===== src/core/ctcr_map.svh =====
`ifndef CTCR_MAP_SVH
`define CTCR_MAP_SVH
// ==========================================
// register offsets
`define CTCR_TIMER_CTRL_ADDR 8'h04
`define CTCR_VOLT_CTRL_ADDR 8'h05
// ==========================================
// reset values and voltage control write mask
`define CTCR_TIMER_CTRL_RST 8'hB1
`define CTCR_VOLT_CTRL_RST 8'h80
`define CTCR_VOLT_CTRL_WMASK 8'hF0
// ==========================================
// field positions, timer control
`define CTCR_FAST_TMR_HI 7
`define CTCR_FAST_TMR_LO 6
`define CTCR_TMR_ON_BIT 5
`define CTCR_CURVE_BIT 4
`define CTCR_CHG_RST_BIT 3
`define CTCR_TERM_OFF_BIT 2
`define CTCR_FREEZE_BIT 1
`define CTCR_CHG_ON_BIT 0
// ==========================================
// field positions, voltage control
`define CTCR_SLOW_BIT 7
`define CTCR_PRE_THR_BIT 6
`define CTCR_VREG_HI 5
`define CTCR_VREG_LO 4
// ==========================================
// timing: limits in minutes, one tick per minute
`define CTCR_FAST_4H_MIN 16'd240
`define CTCR_FAST_5H_MIN 16'd300
`define CTCR_FAST_6H_MIN 16'd360
`define CTCR_FAST_8H_MIN 16'd480
`define CTCR_PRE_MIN_DEF 16'd30
`define CTCR_CLK_HZ 100000000
`define CTCR_MINUTE_S 60
`endif


===== src/core/ctcr_pkg.sv =====
package ctcr_pkg;
  typedef enum logic [1:0] {
    CTCR_IDLE = 2'b00,
    CTCR_PRE = 2'b01,
    CTCR_FAST = 2'b10,
    CTCR_DONE = 2'b11
  } ctcr_phase_t;
  typedef logic [7:0] ctcr_byte_t;
endpackage


===== src/core/ctcr_tick_gen.sv =====
`timescale 1ns/10ps
`default_nettype none
`include "ctcr_map.svh"
// ==========================================
// timer tick generator with half-rate option
module ctcr_tick_gen #(
  parameter longint unsigned TICK_CYCLES = 64'(`CTCR_CLK_HZ) * `CTCR_MINUTE_S // cycles per timer minute
) (
  input wire logic clock,
  input wire logic rst_n,
  input wire logic run,
  input wire logic half_rate,
  output logic tick
);
  logic [39:0] cnt_q, cnt_d;
  logic odd_q, odd_d;
  logic tick_q, tick_d;
  assign tick = tick_q;
  // prescaler; when halved only every second wrap ticks
  always_comb begin
    cnt_d = cnt_q;
    odd_d = odd_q;
    tick_d = 1'b0;
    if (run) begin
      if (cnt_q >= 40'(TICK_CYCLES - 1)) begin
        cnt_d = '0;
        odd_d = ~odd_q;
        tick_d = ~half_rate | odd_q;
      end else begin
        cnt_d = cnt_q + 40'd1;
      end
    end
  end
  always_ff @(posedge clock or negedge rst_n) begin
    if (!rst_n) begin
      cnt_q <= '0;
      odd_q <= 1'b0;
      tick_q <= 1'b0;
    end else begin
      cnt_q <= cnt_d;
      odd_q <= odd_d;
      tick_q <= tick_d;
    end
  end
endmodule
`default_nettype wire


===== src/core/ctcr_regs.sv =====
`timescale 1ns/10ps
`default_nettype none
`include "ctcr_map.svh"
module ctcr_regs #(
  parameter longint unsigned TICK_CYCLES = 64'(`CTCR_CLK_HZ) * `CTCR_MINUTE_S,
  parameter logic [15:0] PRE_LIMIT_MIN = `CTCR_PRE_MIN_DEF
) (
  input wire logic clock,
  input wire logic rst_n,
  input wire logic wr_en,
  input wire logic rd_en,
  input wire logic [7:0] addr,
  input wire ctcr_pkg::ctcr_byte_t wdata,
  output ctcr_pkg::ctcr_byte_t rdata,
  input wire logic battery_low,
  input wire logic taper_reached,
  input wire logic thermal_regulation_in,
  input wire logic input_power_loop_active,
  output logic charger_run,
  output logic charger_in_reset,
  output logic fast_phase,
  output logic thermistor_curve_sel,
  output logic precharge_threshold_sel,
  output logic [1:0] regulation_voltage_sel,
  output logic fast_charge_timeout_flag,
  output logic precharge_timeout_flag,
  output logic thermal_regulation_flag
);
  import ctcr_pkg::*;
  // ==========================================
  // register bytes
  ctcr_byte_t tctl_q, tctl_d, vctl_q, vctl_d, rdata_q, rdata_d;
  always_comb begin
    tctl_d = tctl_q;
    vctl_d = vctl_q;
    if (wr_en && addr == `CTCR_TIMER_CTRL_ADDR) begin
      tctl_d = wdata;
    end
    if (wr_en && addr == `CTCR_VOLT_CTRL_ADDR) begin
      vctl_d = wdata & `CTCR_VOLT_CTRL_WMASK; // low nibble reserved, reads zero
    end
  end
  // read data registered so rdata comes from a flop
  always_comb begin
    rdata_d = rdata_q;
    if (rd_en) begin
      case (addr)
        `CTCR_TIMER_CTRL_ADDR: rdata_d = tctl_q;
        `CTCR_VOLT_CTRL_ADDR: rdata_d = vctl_q;
        default: rdata_d = 8'h00;
      endcase
    end
  end
  always_ff @(posedge clock or negedge rst_n) begin
    if (!rst_n) begin
      tctl_q <= `CTCR_TIMER_CTRL_RST;
      vctl_q <= `CTCR_VOLT_CTRL_RST;
      rdata_q <= 8'h00;
    end else begin
      tctl_q <= tctl_d;
      vctl_q <= vctl_d;
      rdata_q <= rdata_d;
    end
  end
  assign rdata = rdata_q;
  // ==========================================
  // field decode
  logic tmr_on, chg_on, chg_rst, term_off, freeze, slow_en;
  assign tmr_on = tctl_q[`CTCR_TMR_ON_BIT];
  assign chg_on = tctl_q[`CTCR_CHG_ON_BIT];
  assign chg_rst = tctl_q[`CTCR_CHG_RST_BIT];
  assign term_off = tctl_q[`CTCR_TERM_OFF_BIT];
  assign freeze = tctl_q[`CTCR_FREEZE_BIT];
  assign slow_en = vctl_q[`CTCR_SLOW_BIT];
  // fast timer limit in minutes
  function automatic logic [15:0] fast_limit(input logic [1:0] code);
    case (code)
      2'b00: fast_limit = `CTCR_FAST_4H_MIN;
      2'b01: fast_limit = `CTCR_FAST_5H_MIN;
      2'b10: fast_limit = `CTCR_FAST_6H_MIN;
      default: fast_limit = `CTCR_FAST_8H_MIN;
    endcase
  endfunction
  // ==========================================
  // charge phase and timers
  ctcr_phase_t phase_q, phase_d;
  logic [15:0] elapsed_q, elapsed_d;
  logic ftout_q, ftout_d, ptout_q, ptout_d;
  logic tick, timers_run, halt;
  assign halt = ~chg_on | chg_rst;
  assign timers_run = tmr_on & ~freeze & ~halt &
    (phase_q == CTCR_PRE || phase_q == CTCR_FAST);
  ctcr_tick_gen #(
    .TICK_CYCLES(TICK_CYCLES)
  ) u_tick (
    .clock(clock),
    .rst_n(rst_n),
    .run(timers_run),
    .half_rate(slow_en & (thermal_regulation_in | input_power_loop_active)),
    .tick(tick)
  );
  always_comb begin
    phase_d = phase_q;
    elapsed_d = elapsed_q;
    ftout_d = ftout_q;
    ptout_d = ptout_q;
    if (halt) begin
      // restart from zero elapsed time and clear timeouts
      phase_d = CTCR_IDLE;
      elapsed_d = '0;
      ftout_d = 1'b0;
      ptout_d = 1'b0;
    end else begin
      case (phase_q)
        CTCR_IDLE: begin
          phase_d = battery_low ? CTCR_PRE : CTCR_FAST;
          elapsed_d = '0;
        end
        CTCR_PRE: begin
          if (!battery_low) begin
            phase_d = CTCR_FAST;
            elapsed_d = '0;
          end else if (timers_run && tick) begin
            if (elapsed_q + 16'd1 >= PRE_LIMIT_MIN) begin
              ptout_d = 1'b1;
              phase_d = CTCR_DONE;
            end else begin
              elapsed_d = elapsed_q + 16'd1;
            end
          end
        end
        CTCR_FAST: begin
          if (taper_reached && !term_off) begin
            phase_d = CTCR_DONE;
          end else if (timers_run && tick) begin
            if (elapsed_q + 16'd1 >= fast_limit(tctl_q[`CTCR_FAST_TMR_HI:`CTCR_FAST_TMR_LO])) begin
              ftout_d = 1'b1;
              phase_d = CTCR_DONE;
            end else begin
              elapsed_d = elapsed_q + 16'd1;
            end
          end
        end
        CTCR_DONE: phase_d = CTCR_DONE;
        default: phase_d = CTCR_IDLE;
      endcase
    end
  end
  always_ff @(posedge clock or negedge rst_n) begin
    if (!rst_n) begin
      phase_q <= CTCR_IDLE;
      elapsed_q <= '0;
      ftout_q <= 1'b0;
      ptout_q <= 1'b0;
    end else begin
      phase_q <= phase_d;
      elapsed_q <= elapsed_d;
      ftout_q <= ftout_d;
      ptout_q <= ptout_d;
    end
  end
  // ==========================================
  // registered outputs
  logic run_q, rst_q, fph_q, curve_q, pthr_q, thermal_regulation_flag_q;
  logic [1:0] vreg_q;
  always_ff @(posedge clock or negedge rst_n) begin
    if (!rst_n) begin
      run_q <= 1'b0;
      rst_q <= 1'b0;
      fph_q <= 1'b0;
      curve_q <= 1'b1;
      pthr_q <= 1'b0;
      vreg_q <= 2'b00;
      thermal_regulation_flag_q <= 1'b0;
    end else begin
      run_q <= ~halt & (phase_d == CTCR_PRE || phase_d == CTCR_FAST);
      rst_q <= chg_rst;
      fph_q <= phase_d == CTCR_FAST;
      curve_q <= tctl_q[`CTCR_CURVE_BIT];
      pthr_q <= vctl_q[`CTCR_PRE_THR_BIT];
      vreg_q <= vctl_q[`CTCR_VREG_HI:`CTCR_VREG_LO];
      thermal_regulation_flag_q <= thermal_regulation_in;
    end
  end
  assign charger_run = run_q;
  assign charger_in_reset = rst_q;
  assign fast_phase = fph_q;
  assign thermistor_curve_sel = curve_q;
  assign precharge_threshold_sel = pthr_q;
  assign regulation_voltage_sel = vreg_q;
  assign fast_charge_timeout_flag = ftout_q;
  assign precharge_timeout_flag = ptout_q;
  assign thermal_regulation_flag = thermal_regulation_flag_q;
endmodule
`default_nettype wire


===== config.mk =====
export PLATFORM = sky130hd
export DESIGN_NAME = ctcr_regs
export DESIGN_NICKNAME = d
export VERILOG_FILES = /design/src/core/ctcr_pkg.sv /design/src/core/ctcr_tick_gen.sv /design/src/core/ctcr_regs.sv
export VERILOG_INCLUDE_DIRS = /design/src /design/src/core
export SDC_FILE = /design/constraint.sdc
export NUM_CORES = 1
export LEC_CHECK = 0
export BUFFER_PORTS_ARGS = -buffer_cell sky130_fd_sc_hd__buf_4
export CORE_AREA = 2 2 96 98
export DETAILED_ROUTE_END_ITERATION = 7
export DIE_AREA = 0 0 98 100
export MAX_ROUTING_LAYER = met4
export PLACE_DENSITY = 0.74
export SLEW_MARGIN = 20
export SYNTH_ARGS = -nofsm -noshare
export SYNTH_HDL_FRONTEND = slang
export SYNTH_SLANG_ARGS = --single-unit

===== constraint.sdc =====
create_clock -name clock -period 4.1 [get_ports clock]
set_clock_uncertainty 0.15 [all_clocks]
set_input_delay 0 -clock clock [delete_from_list [all_inputs] [get_ports clock]]
set_output_delay 0 -clock clock [all_outputs]
set_load 0.005 [all_outputs]

==> flow_summary.toml, run 1 <==
[status]
status = "completed"

[routing]
drcViolationCount = 0
routed_wl_um = 9680
first_iter_violations = 214
drt_pass1_iterations = 5
vias = 3696
antenna_left = 0
wl_per_cell_um = 14.8
vias_per_cell = 5.67

[final_layout]
final_area_um2 = 5510
diodes = 0
nFillCells = 757
drive_gt1_frac = 0.194
area_growth_syn_to_layout_pct = 16.4
final_util = 0.620
nets = 576

[yosys]
synth_warnings = 0
synthDistinctLibCells = 59
ys_seq_elements = 90
synth-edff-count = 0
ys.flop_type = "dfrtp_1"
synth-seq-area-share = 0.477
synth_fp_nets = 518
synth_area_leaders = "dfrtp_1 (44%), mux2_2 (4.3%), ha_1 (4.2%)"
ys_async_sr_fraction = 1.00
avgSynthCellArea_um2 = 9.90
yosys.area.top_type = "dfrtp_1"
syn_inst = 478
netlist.area_leader.share = 0.444
synth_area_um2 = 4730

[global_routing]
grt_pass1_vias = 3508
grt_max_degree = 56
grt_overflow = 0
antenna_found_initial = 0
grtUsageTotal = 0.212
grt_pass1_wl_um = 16400

[place]
placed_area_um2 = 5130
port_buffers = 41
place.gp.congestion = 0.934
hpwl_um = 6610

[clocking]
cts.sinks = 90
cts_buffers = 9
cts_tree = "done"
post-cts-setup-buffer-count = 0
worstSkewPairLatency_ns = 0.36
path_clk_slew_ns = 0.09
ctsLongestPathBuffers = 2
cts.repair.resized = 0
root_buffer = "clkbuf_8"
htreeDepth = 3

[critical_path]
arrival_ns = 3.91
cp-end-kind = "register"
worstPathMaxFanout = 16
worstPathRequired_ns = 4.19
start_kind = "register"
worstSetupPathType = "register to register"

[floorplanning]
fp.coreArea_um2 = 8890
die_h_um = 100
die_w_um = 98
row_count = 35
io_pins = 42
initial_core_util = 0.532
die-area_um2 = 9800

[sta]
whs_ns = 0.0549
finalHoldViolCount = 0
grt_setup_unrepaired = "no"
fmax_ghz = 0.262
finalCriticalPeriod_ns = 3.82
setup_viol = 0
relSlewSlack = 0.548
tns_ns = 0
tightestPinTransition_ns = 0.677
finalMaxSlewViolations = 0
fin_crit_sh = 0.933

[power_and_ir_drop]
power.density_nw_per_um2 = 294
p_leak_nw = 2.46
ir_drop_v = 0.000211
power_mw = 1.62

[hold_path]
hp-class = "primary input to async pin"

[run]
drv_cap = 0
[Yosys cell counts (2+ instances only)]
| master | count |
|---|---|
| dfstp_2 | 6 |
| xor2_1 | 19 |
| inv_1 | 25 |
| o22ai_1 | 4 |
| nor2_1 | 51 |
| o211ai_1 | 2 |
| nor4_1 | 11 |
| o21ai_0 | 23 |
| and3_1 | 10 |
| a221oi_1 | 2 |
| nand3b_1 | 3 |
| nand2_1 | 33 |
| clkbuf_1 | 9 |
| and2_1 | 3 |
| buf_6 | 2 |
| a211oi_1 | 4 |
| o31ai_1 | 10 |
| dfrtp_1 | 84 |
| nand2b_1 | 5 |
| mux2i_1 | 5 |
| nand4_1 | 7 |
| nor3b_1 | 2 |
| a31oi_1 | 4 |
| xnor2_1 | 14 |
| and2_2 | 7 |
| ha_1 | 16 |
| mux2_2 | 18 |
| a31o_2 | 3 |
| buf_2 | 4 |
| nor2b_1 | 8 |
| o21a_1 | 2 |
| nor3_1 | 9 |
| o31a_1 | 3 |
| or3_1 | 5 |
| a21oi_1 | 11 |
| nand3_1 | 31 |
[flip-flops by register name, indices dropped and copies added, names as in the netlist, 2 cells and up]
signal	cells
u_tick.cnt_q	40
elapsed_q	16
rdata	8
tctl_q	8
vctl_q	4
phase_q	2
regulation_voltage_sel	2
[power breakdown]
part / switching, mW / internal [mW] / total (mW)
sequential: 0.00641 / 0.898 / 0.905
combinational: 0.0468 / 0.0460 / 0.0929
clock: 0.318 / 0.302 / 0.620
[layout make-up]
type	instances	area, um^2	share of cell area
multi-input cells	348	2300	0.418
repair buffers	62	508	0.0922
flip-flops and latches	90	2260	0.410
inverters	25	93.8	0.0170
clock inverters	5	62.6	0.0114
clock buffers	11	141	0.0257
well taps	111	139	0.0252
[metrics by stage]
step	std cells	setup slack, ns
floorplan	478	0.940
global placement	619	0.532
detailed placement	619	0.364
CTS	652	0.305
global route	652	0.0181
finish	652	0.276
[cells by family (layout without fill, tap and decap cells)]
logic type,count (synthesis),after routing,synth area share
and+or+nand+nor,195,195,0.213
DFF,90,90,0.477
AOI/OAI and AO/OA,81,81,0.117
buffers and inverters,40,103,0.0359
xor gates and xnor gates,33,33,0.0611
muxes,23,23,0.0534
adders and majority gates,16,16,0.0423
[critical path, stage by stage, from the launching register on]
cell     delay, ns
dfrtp_1       0.54
ha_1          0.30
nand2_1       0.15
nor2_1        0.14
and3_1        0.18
xor2_1        0.08
ha_1          0.37
nand4_1       0.10
o31ai_1       0.21
nand3_1       0.14
a41oi_1       0.42
o21a_1        0.52
mux2_2        0.39
[final timing paths]
kind | depth (start not counted) | start | slack, ns | endpoint
worst max register to register | 12 | elapsed_q[0] | 0.28 | elapsed_q[8]
min in group clock | 4 | addr[2] | 0.06 | rdata[7]
worst max-delay path | 12 | elapsed_q[0] | 0.28 | elapsed_q[8]
worst min-delay path | 2 | rst_n | 0.05 | elapsed_q[13]
max in group asynchronous | 3 | rst_n | 2.81 | tctl_q[5]
worst min register to register | 0 | tctl_q[4] | 0.23 | thermistor_curve_sel
[routing by layer]
layer	vias to the layer above	GRT usage	routed length [um]
met5	-	-	0
met4	0	0.0748	145
met3	12	0.0397	392
met2	98	0.329	4570
met1	1776	0.282	4580
li1	1810	-	-
[cell usage in the layout, fill, tap and decap left out, types with 8 or more instances in the layout]
master and count:
dfrtp_1 84, nor2_1 51, buf_4 45, nand2_1 33, nand3_1 31, inv_1 25
o21ai_0 23, xor2_1 19, mux2_2 18, dlygate4sd3_1 17, ha_1 16, xnor2_1 14
a21oi_1 11, nor4_1 11, and3_1 10, o31ai_1 10, clkbuf_8 10, nor3_1 9
nor2b_1 8
[what timing repair did]
action,4_1_cts,5_1_grt
hold buffers,17,0
hold endpoints to repair,81,0
endpoints found under the setup margin,0,0
(Power assumes the default switching activity.)
==> inputs of run 2 (changes only) <==
--- a/config.mk
+++ b/config.mk
@@ -10,6 +10,7 @@
 export CORE_AREA = 2 2 96 98
 export DETAILED_ROUTE_END_ITERATION = 7
 export DIE_AREA = 0 0 98 100
+export HOLD_SLACK_MARGIN = 0.1
 export MAX_ROUTING_LAYER = met4
 export PLACE_DENSITY = 0.74
 export SLEW_MARGIN = 20
==> flow_summary.toml, run 2 (synthesis results as in run 1) <==
[floorplanning]
io_pins = 42
row_count = 35
die_w_um = 98
initial_core_util = 0.532
die_h_um = 100
fp.coreArea_um2 = 8890
die-area_um2 = 9800

[final_layout]
nFillCells = 751
top_regs = "u_tick.cnt_q: 40 flops, elapsed_q: 16 flops"
multiInputGateArea_um2 = 2300
finalNonFillerCells = 657
final_util = 0.625
diodes = 0
mostFrequentLayoutCell = "dfrtp_1"
regMostFlops = "u_tick.cnt_q"
area_growth_syn_to_layout_pct = 17.4
nets = 581
largest_reg_flops = 40
drive_gt1_frac = 0.192
seq_area_um2 = 2260
layout_common_cells = "dfrtp_1 (84), nor2_1 (51), buf_4 (45)"

[power_and_ir_drop]
power_mw = 1.62
power.density_nw_per_um2 = 292
ir_drop_v = 0.000210
p_leak_nw = 2.49

[global_routing]
grt_overflow = 0
grtUsageTotal = 0.214
grt_pass1_vias = 3560
grt_pass1_wl_um = 16500
antenna_found_initial = 0
grt_max_degree = 46

[critical_path]
arrival_ns = 3.91
worstPathRequired_ns = 4.19
cp-end-kind = "register"
worstSetupPathType = "register to register"
start_kind = "register"
worstPathMaxFanout = 16

[routing]
wl_per_cell_um = 14.8
first_iter_violations = 208
drt_pass1_iterations = 5
vias = 3736
routed_wl_um = 9750
vias_per_cell = 5.69
drcViolationCount = 0
antenna_left = 0

[sta]
relSlewSlack = 0.577
grt_setup_unrepaired = "no"
finalHoldViolCount = 0
finalCriticalPeriod_ns = 3.82
fmax_ghz = 0.262
tns_ns = 0
finalMaxSlewViolations = 0
setup_viol = 0
whs_ns = 0.154
fin_crit_sh = 0.931
tightestPinTransition_ns = 0.628

[clocking]
cts_buffers = 9
cts_tree = "done"
htreeDepth = 3
worstSkewPairLatency_ns = 0.36
ctsLongestPathBuffers = 2
cts.sinks = 90
post-cts-setup-buffer-count = 0
path_clk_slew_ns = 0.09
root_buffer = "clkbuf_8"

[place]
port_buffers = 41
hpwl_um = 6610
place.gp.congestion = 0.934
place_inst = 619

[run]
drv_cap = 0

[hold_path]
hp-class = "primary input to register"

[status]
status = "completed"
-- run 2: changes by cell type in the layout (fill, tap and decap cells not counted), sizes merged --
cell	previous run	this run
dlygate4sd3	17	22
-- run 2: final timing paths --
kind	slack, ns	end	startpoint	depth (start not counted)
max in group asynchronous	1.99	elapsed_q[2]	rst_n	4
hold reg to reg	0.23	thermistor_curve_sel	tctl_q[4]	0
hold / removal	0.15	thermal_regulation_flag	thermal_regulation_in	2
setup reg to reg	0.28	elapsed_q[8]	elapsed_q[0]	12
setup / recovery	0.28	elapsed_q[8]	elapsed_q[0]	12
min in group asynchronous	0.55	elapsed_q[8]	rst_n	3
-- run 2: cell type report --
class	count	share of cell area
clock buffer	11	0.0254
clock inverter	5	0.0113
inverter	25	0.0169
multi-input combinational	348	0.414
sequential	90	0.407
tap	111	0.0250
timing repair buffer	67	0.100
-- run 2: per-stage QoR --
| stage | worst slack, ns | instance area, um^2 |
|---|---|---|
| floorplan | 0.940 | 4730 |
| global placement | 0.532 | 5130 |
| detailed placement | 0.364 | 5130 |
| CTS | 0.305 | 5560 |
| global route | 0.0181 | 5560 |
| finish | 0.284 | 5560 |
-- run 2: routing by layer --
metal	wire length, um	GRT usage	up-vias
met5	0	-	-
met4	201	0.0748	0
met3	381	0.0404	18
met2	4580	0.335	95
met1	4590	0.284	1800
li1	-	-	1823
-- run 2: where the power goes --
part	internal, mW	switching [mW]	leakage, nW	total, mW
logic	0.0486	0.0475	1.16	0.0961
clock network	0.302	0.318	0.0962	0.620
registers	0.898	0.00646	1.23	0.905
total	1.25	0.372	2.49	1.62
-- run 2: worst max-delay path, cell delays in order, from the launching register on --
cell     delay [ns]
dfrtp_1        0.50
ha_1           0.31
nand2_1        0.16
nor2_1         0.07
and3_1         0.18
xor2_1         0.15
ha_1           0.37
nand4_1        0.10
o31ai_1        0.21
nand3_1        0.14
a41oi_1        0.42
o21a_1         0.52
mux2_2         0.39
-- run 2: repair_timing --
action / CTS / global route
hold buffers: 22 / 0
hold endpoints to repair: 82 / 0
gates resized for setup: 0 / 0
==> inputs of run 3 (changes only) <==
--- a/config.mk
+++ b/config.mk
@@ -7,12 +7,12 @@
 export NUM_CORES = 1
 export LEC_CHECK = 0
 export BUFFER_PORTS_ARGS = -buffer_cell sky130_fd_sc_hd__buf_4
-export CORE_AREA = 2 2 96 98
+export CORE_AREA = 2 2 101 103
 export DETAILED_ROUTE_END_ITERATION = 7
-export DIE_AREA = 0 0 98 100
+export DIE_AREA = 0 0 103 105
 export HOLD_SLACK_MARGIN = 0.1
 export MAX_ROUTING_LAYER = met4
-export PLACE_DENSITY = 0.74
+export PLACE_DENSITY = 0.67
 export SLEW_MARGIN = 20
 export SYNTH_ARGS = -nofsm -noshare
 export SYNTH_HDL_FRONTEND = slang
==> flow_summary.toml, run 3 (synthesis results as in run 1) <==
[power_and_ir_drop]
p_sw_uw = 370
p_leak_nw = 2.54
seqPwrFrac = 0.529
power.density_nw_per_um2 = 303
internal-power_mw = 1.34
power_mw = 1.71
swShare = 0.216
ir_drop_v = 0.000195
clkPwrFrac = 0.413
p_comb_frac = 0.059

[final_layout]
drive_gt1_frac = 0.199
diodes = 0
largest_reg_flops = 40
final_util = 0.587
layout_common_cells = "dfrtp_1 (84), nor2_1 (51), buf_4 (46)"
area_growth_syn_to_layout_pct = 19.5
nets = 583
final_area_um2 = 5660
regMostFlops = "u_tick.cnt_q"
top_regs = "u_tick.cnt_q: 40 flops, elapsed_q: 16 flops"
finalNonFillerCells = 681
mostFrequentLayoutCell = "dfrtp_1"

[critical_path]
arrival_ns = 3.79
crit_path_max_incr_delay_ns = 0.50
path_common_cell = "ha_1"
worstPathRequired_ns = 4.20
critPathBufInv = 0
worstSetupPathType = "register to register"
cp-end-kind = "register"
worstPathMaxFanout = 16
cpLargestDelayFamily = "compound AO/OA/AOI/OAI gates"
cp_cell_sequence = "ha_1 > nand2_1 > nor2_1 > and3_1 > xor2_1 > ha_1 > nand4_1 > o31ai_1 > nand3_1 > a41oi_1 > o21a_2 > mux2_2"
start_kind = "register"
cp_slowest_cell = "dfrtp_1"

[clocking]
path_clk_slew_ns = 0.09
cts_buffers = 9
htreeDepth = 3
worstSkewPairLatency_ns = 0.36
cts_tree = "done"
cts.sinks = 90
root_buffer = "clkbuf_8"
ctsLongestPathBuffers = 2

[sta]
timing.final.ws_setup_ns = 0.407
setup_viol = 0
grt_setup_unrepaired = "no"
fin_crit_sh = 0.901
fmax_ghz = 0.271
tns_ns = 0
finalHoldViolCount = 0
relSlewSlack = 0.558
finalCriticalPeriod_ns = 3.69
tightestPinTransition_ns = 0.653
whs_ns = 0.164
finalMaxSlewViolations = 0

[floorplanning]
io_pins = 42
initial_core_util = 0.491
die_h_um = 105
die-area_um2 = 10800
row_count = 36
fp.coreArea_um2 = 9640
die_w_um = 103

[place]
place.gp.congestion = 0.898
dp_slack_ns = 0.363
place_inst = 642
hpwl_um = 6830
port_buffers = 41
placed_area_um2 = 5170

[routing]
first_iter_violations = 147
drcViolationCount = 0
wl_per_cell_um = 14.9
vias = 3719
routed_wl_um = 10100
drt_pass1_iterations = 5
antenna_left = 0
vias_per_cell = 5.46

[global_routing]
grt_max_degree = 47
grt_overflow = 0
grt_pass1_vias = 3650
grt_pass1_wl_um = 17500
antenna_found_initial = 0
grtUsageTotal = 0.208

[hold_path]
hp-class = "primary input to register"

[status]
status = "completed"

[run]
drv_cap = 0
==> run 3: worst paths after layout <==
path | from | to | slack (ns) | cells after the start
worst max-delay path | elapsed_q[0] | elapsed_q[3] | 0.41 | 12
worst min-delay path | thermal_regulation_in | thermal_regulation_flag | 0.16 | 2
worst max register to register | elapsed_q[0] | elapsed_q[3] | 0.41 | 12
worst min register to register | tctl_q[4] | thermistor_curve_sel | 0.23 | 0
max in group asynchronous | rst_n | thermistor_curve_sel | 2.69 | 4
min in group asynchronous | rst_n | elapsed_q[9] | 0.56 | 4
==> run 3: what timing repair did <==
action                                  4_1_cts  5_1_grt
endpoints found under the hold margin        72        0
hold buffers                                 23        0
setup buffers                                 0        0
endpoints found under the setup margin        0        6
gates resized for setup                       0        1
==> run 3: power groups by stage <==
stage               registers, mW  logic [mW]  clock network (mW)
finish                      0.905       0.100               0.707
detailed placement          0.922      0.0810                   0
CTS                         0.905       0.100               0.725
global route                0.906       0.111               0.753
global placement            0.922      0.0794                   0
floorplan                   0.921      0.0314                   0
==> run 3: layout make-up <==
| type | count | area, um^2 |
|---|---|---|
| Tap cell | 133 | 166 |
| Sequential cell | 90 | 2260 |
| Fill cell | 850 | 3980 |
| Clock buffer | 12 | 165 |
| Timing Repair Buffer | 69 | 593 |
| Inverter | 25 | 93.8 |
| Multi-Input combinational cell | 348 | 2300 |
| Clock inverter | 4 | 72.6 |
==> run 3: per-layer routing <==
layer  track usage  up-vias  routed length, um
met5             -        -                  0
met1         0.299     1792               4890
li1              -     1815                  -
met4        0.0846        0                191
met2         0.299       95               4620
met3        0.0268       17                423
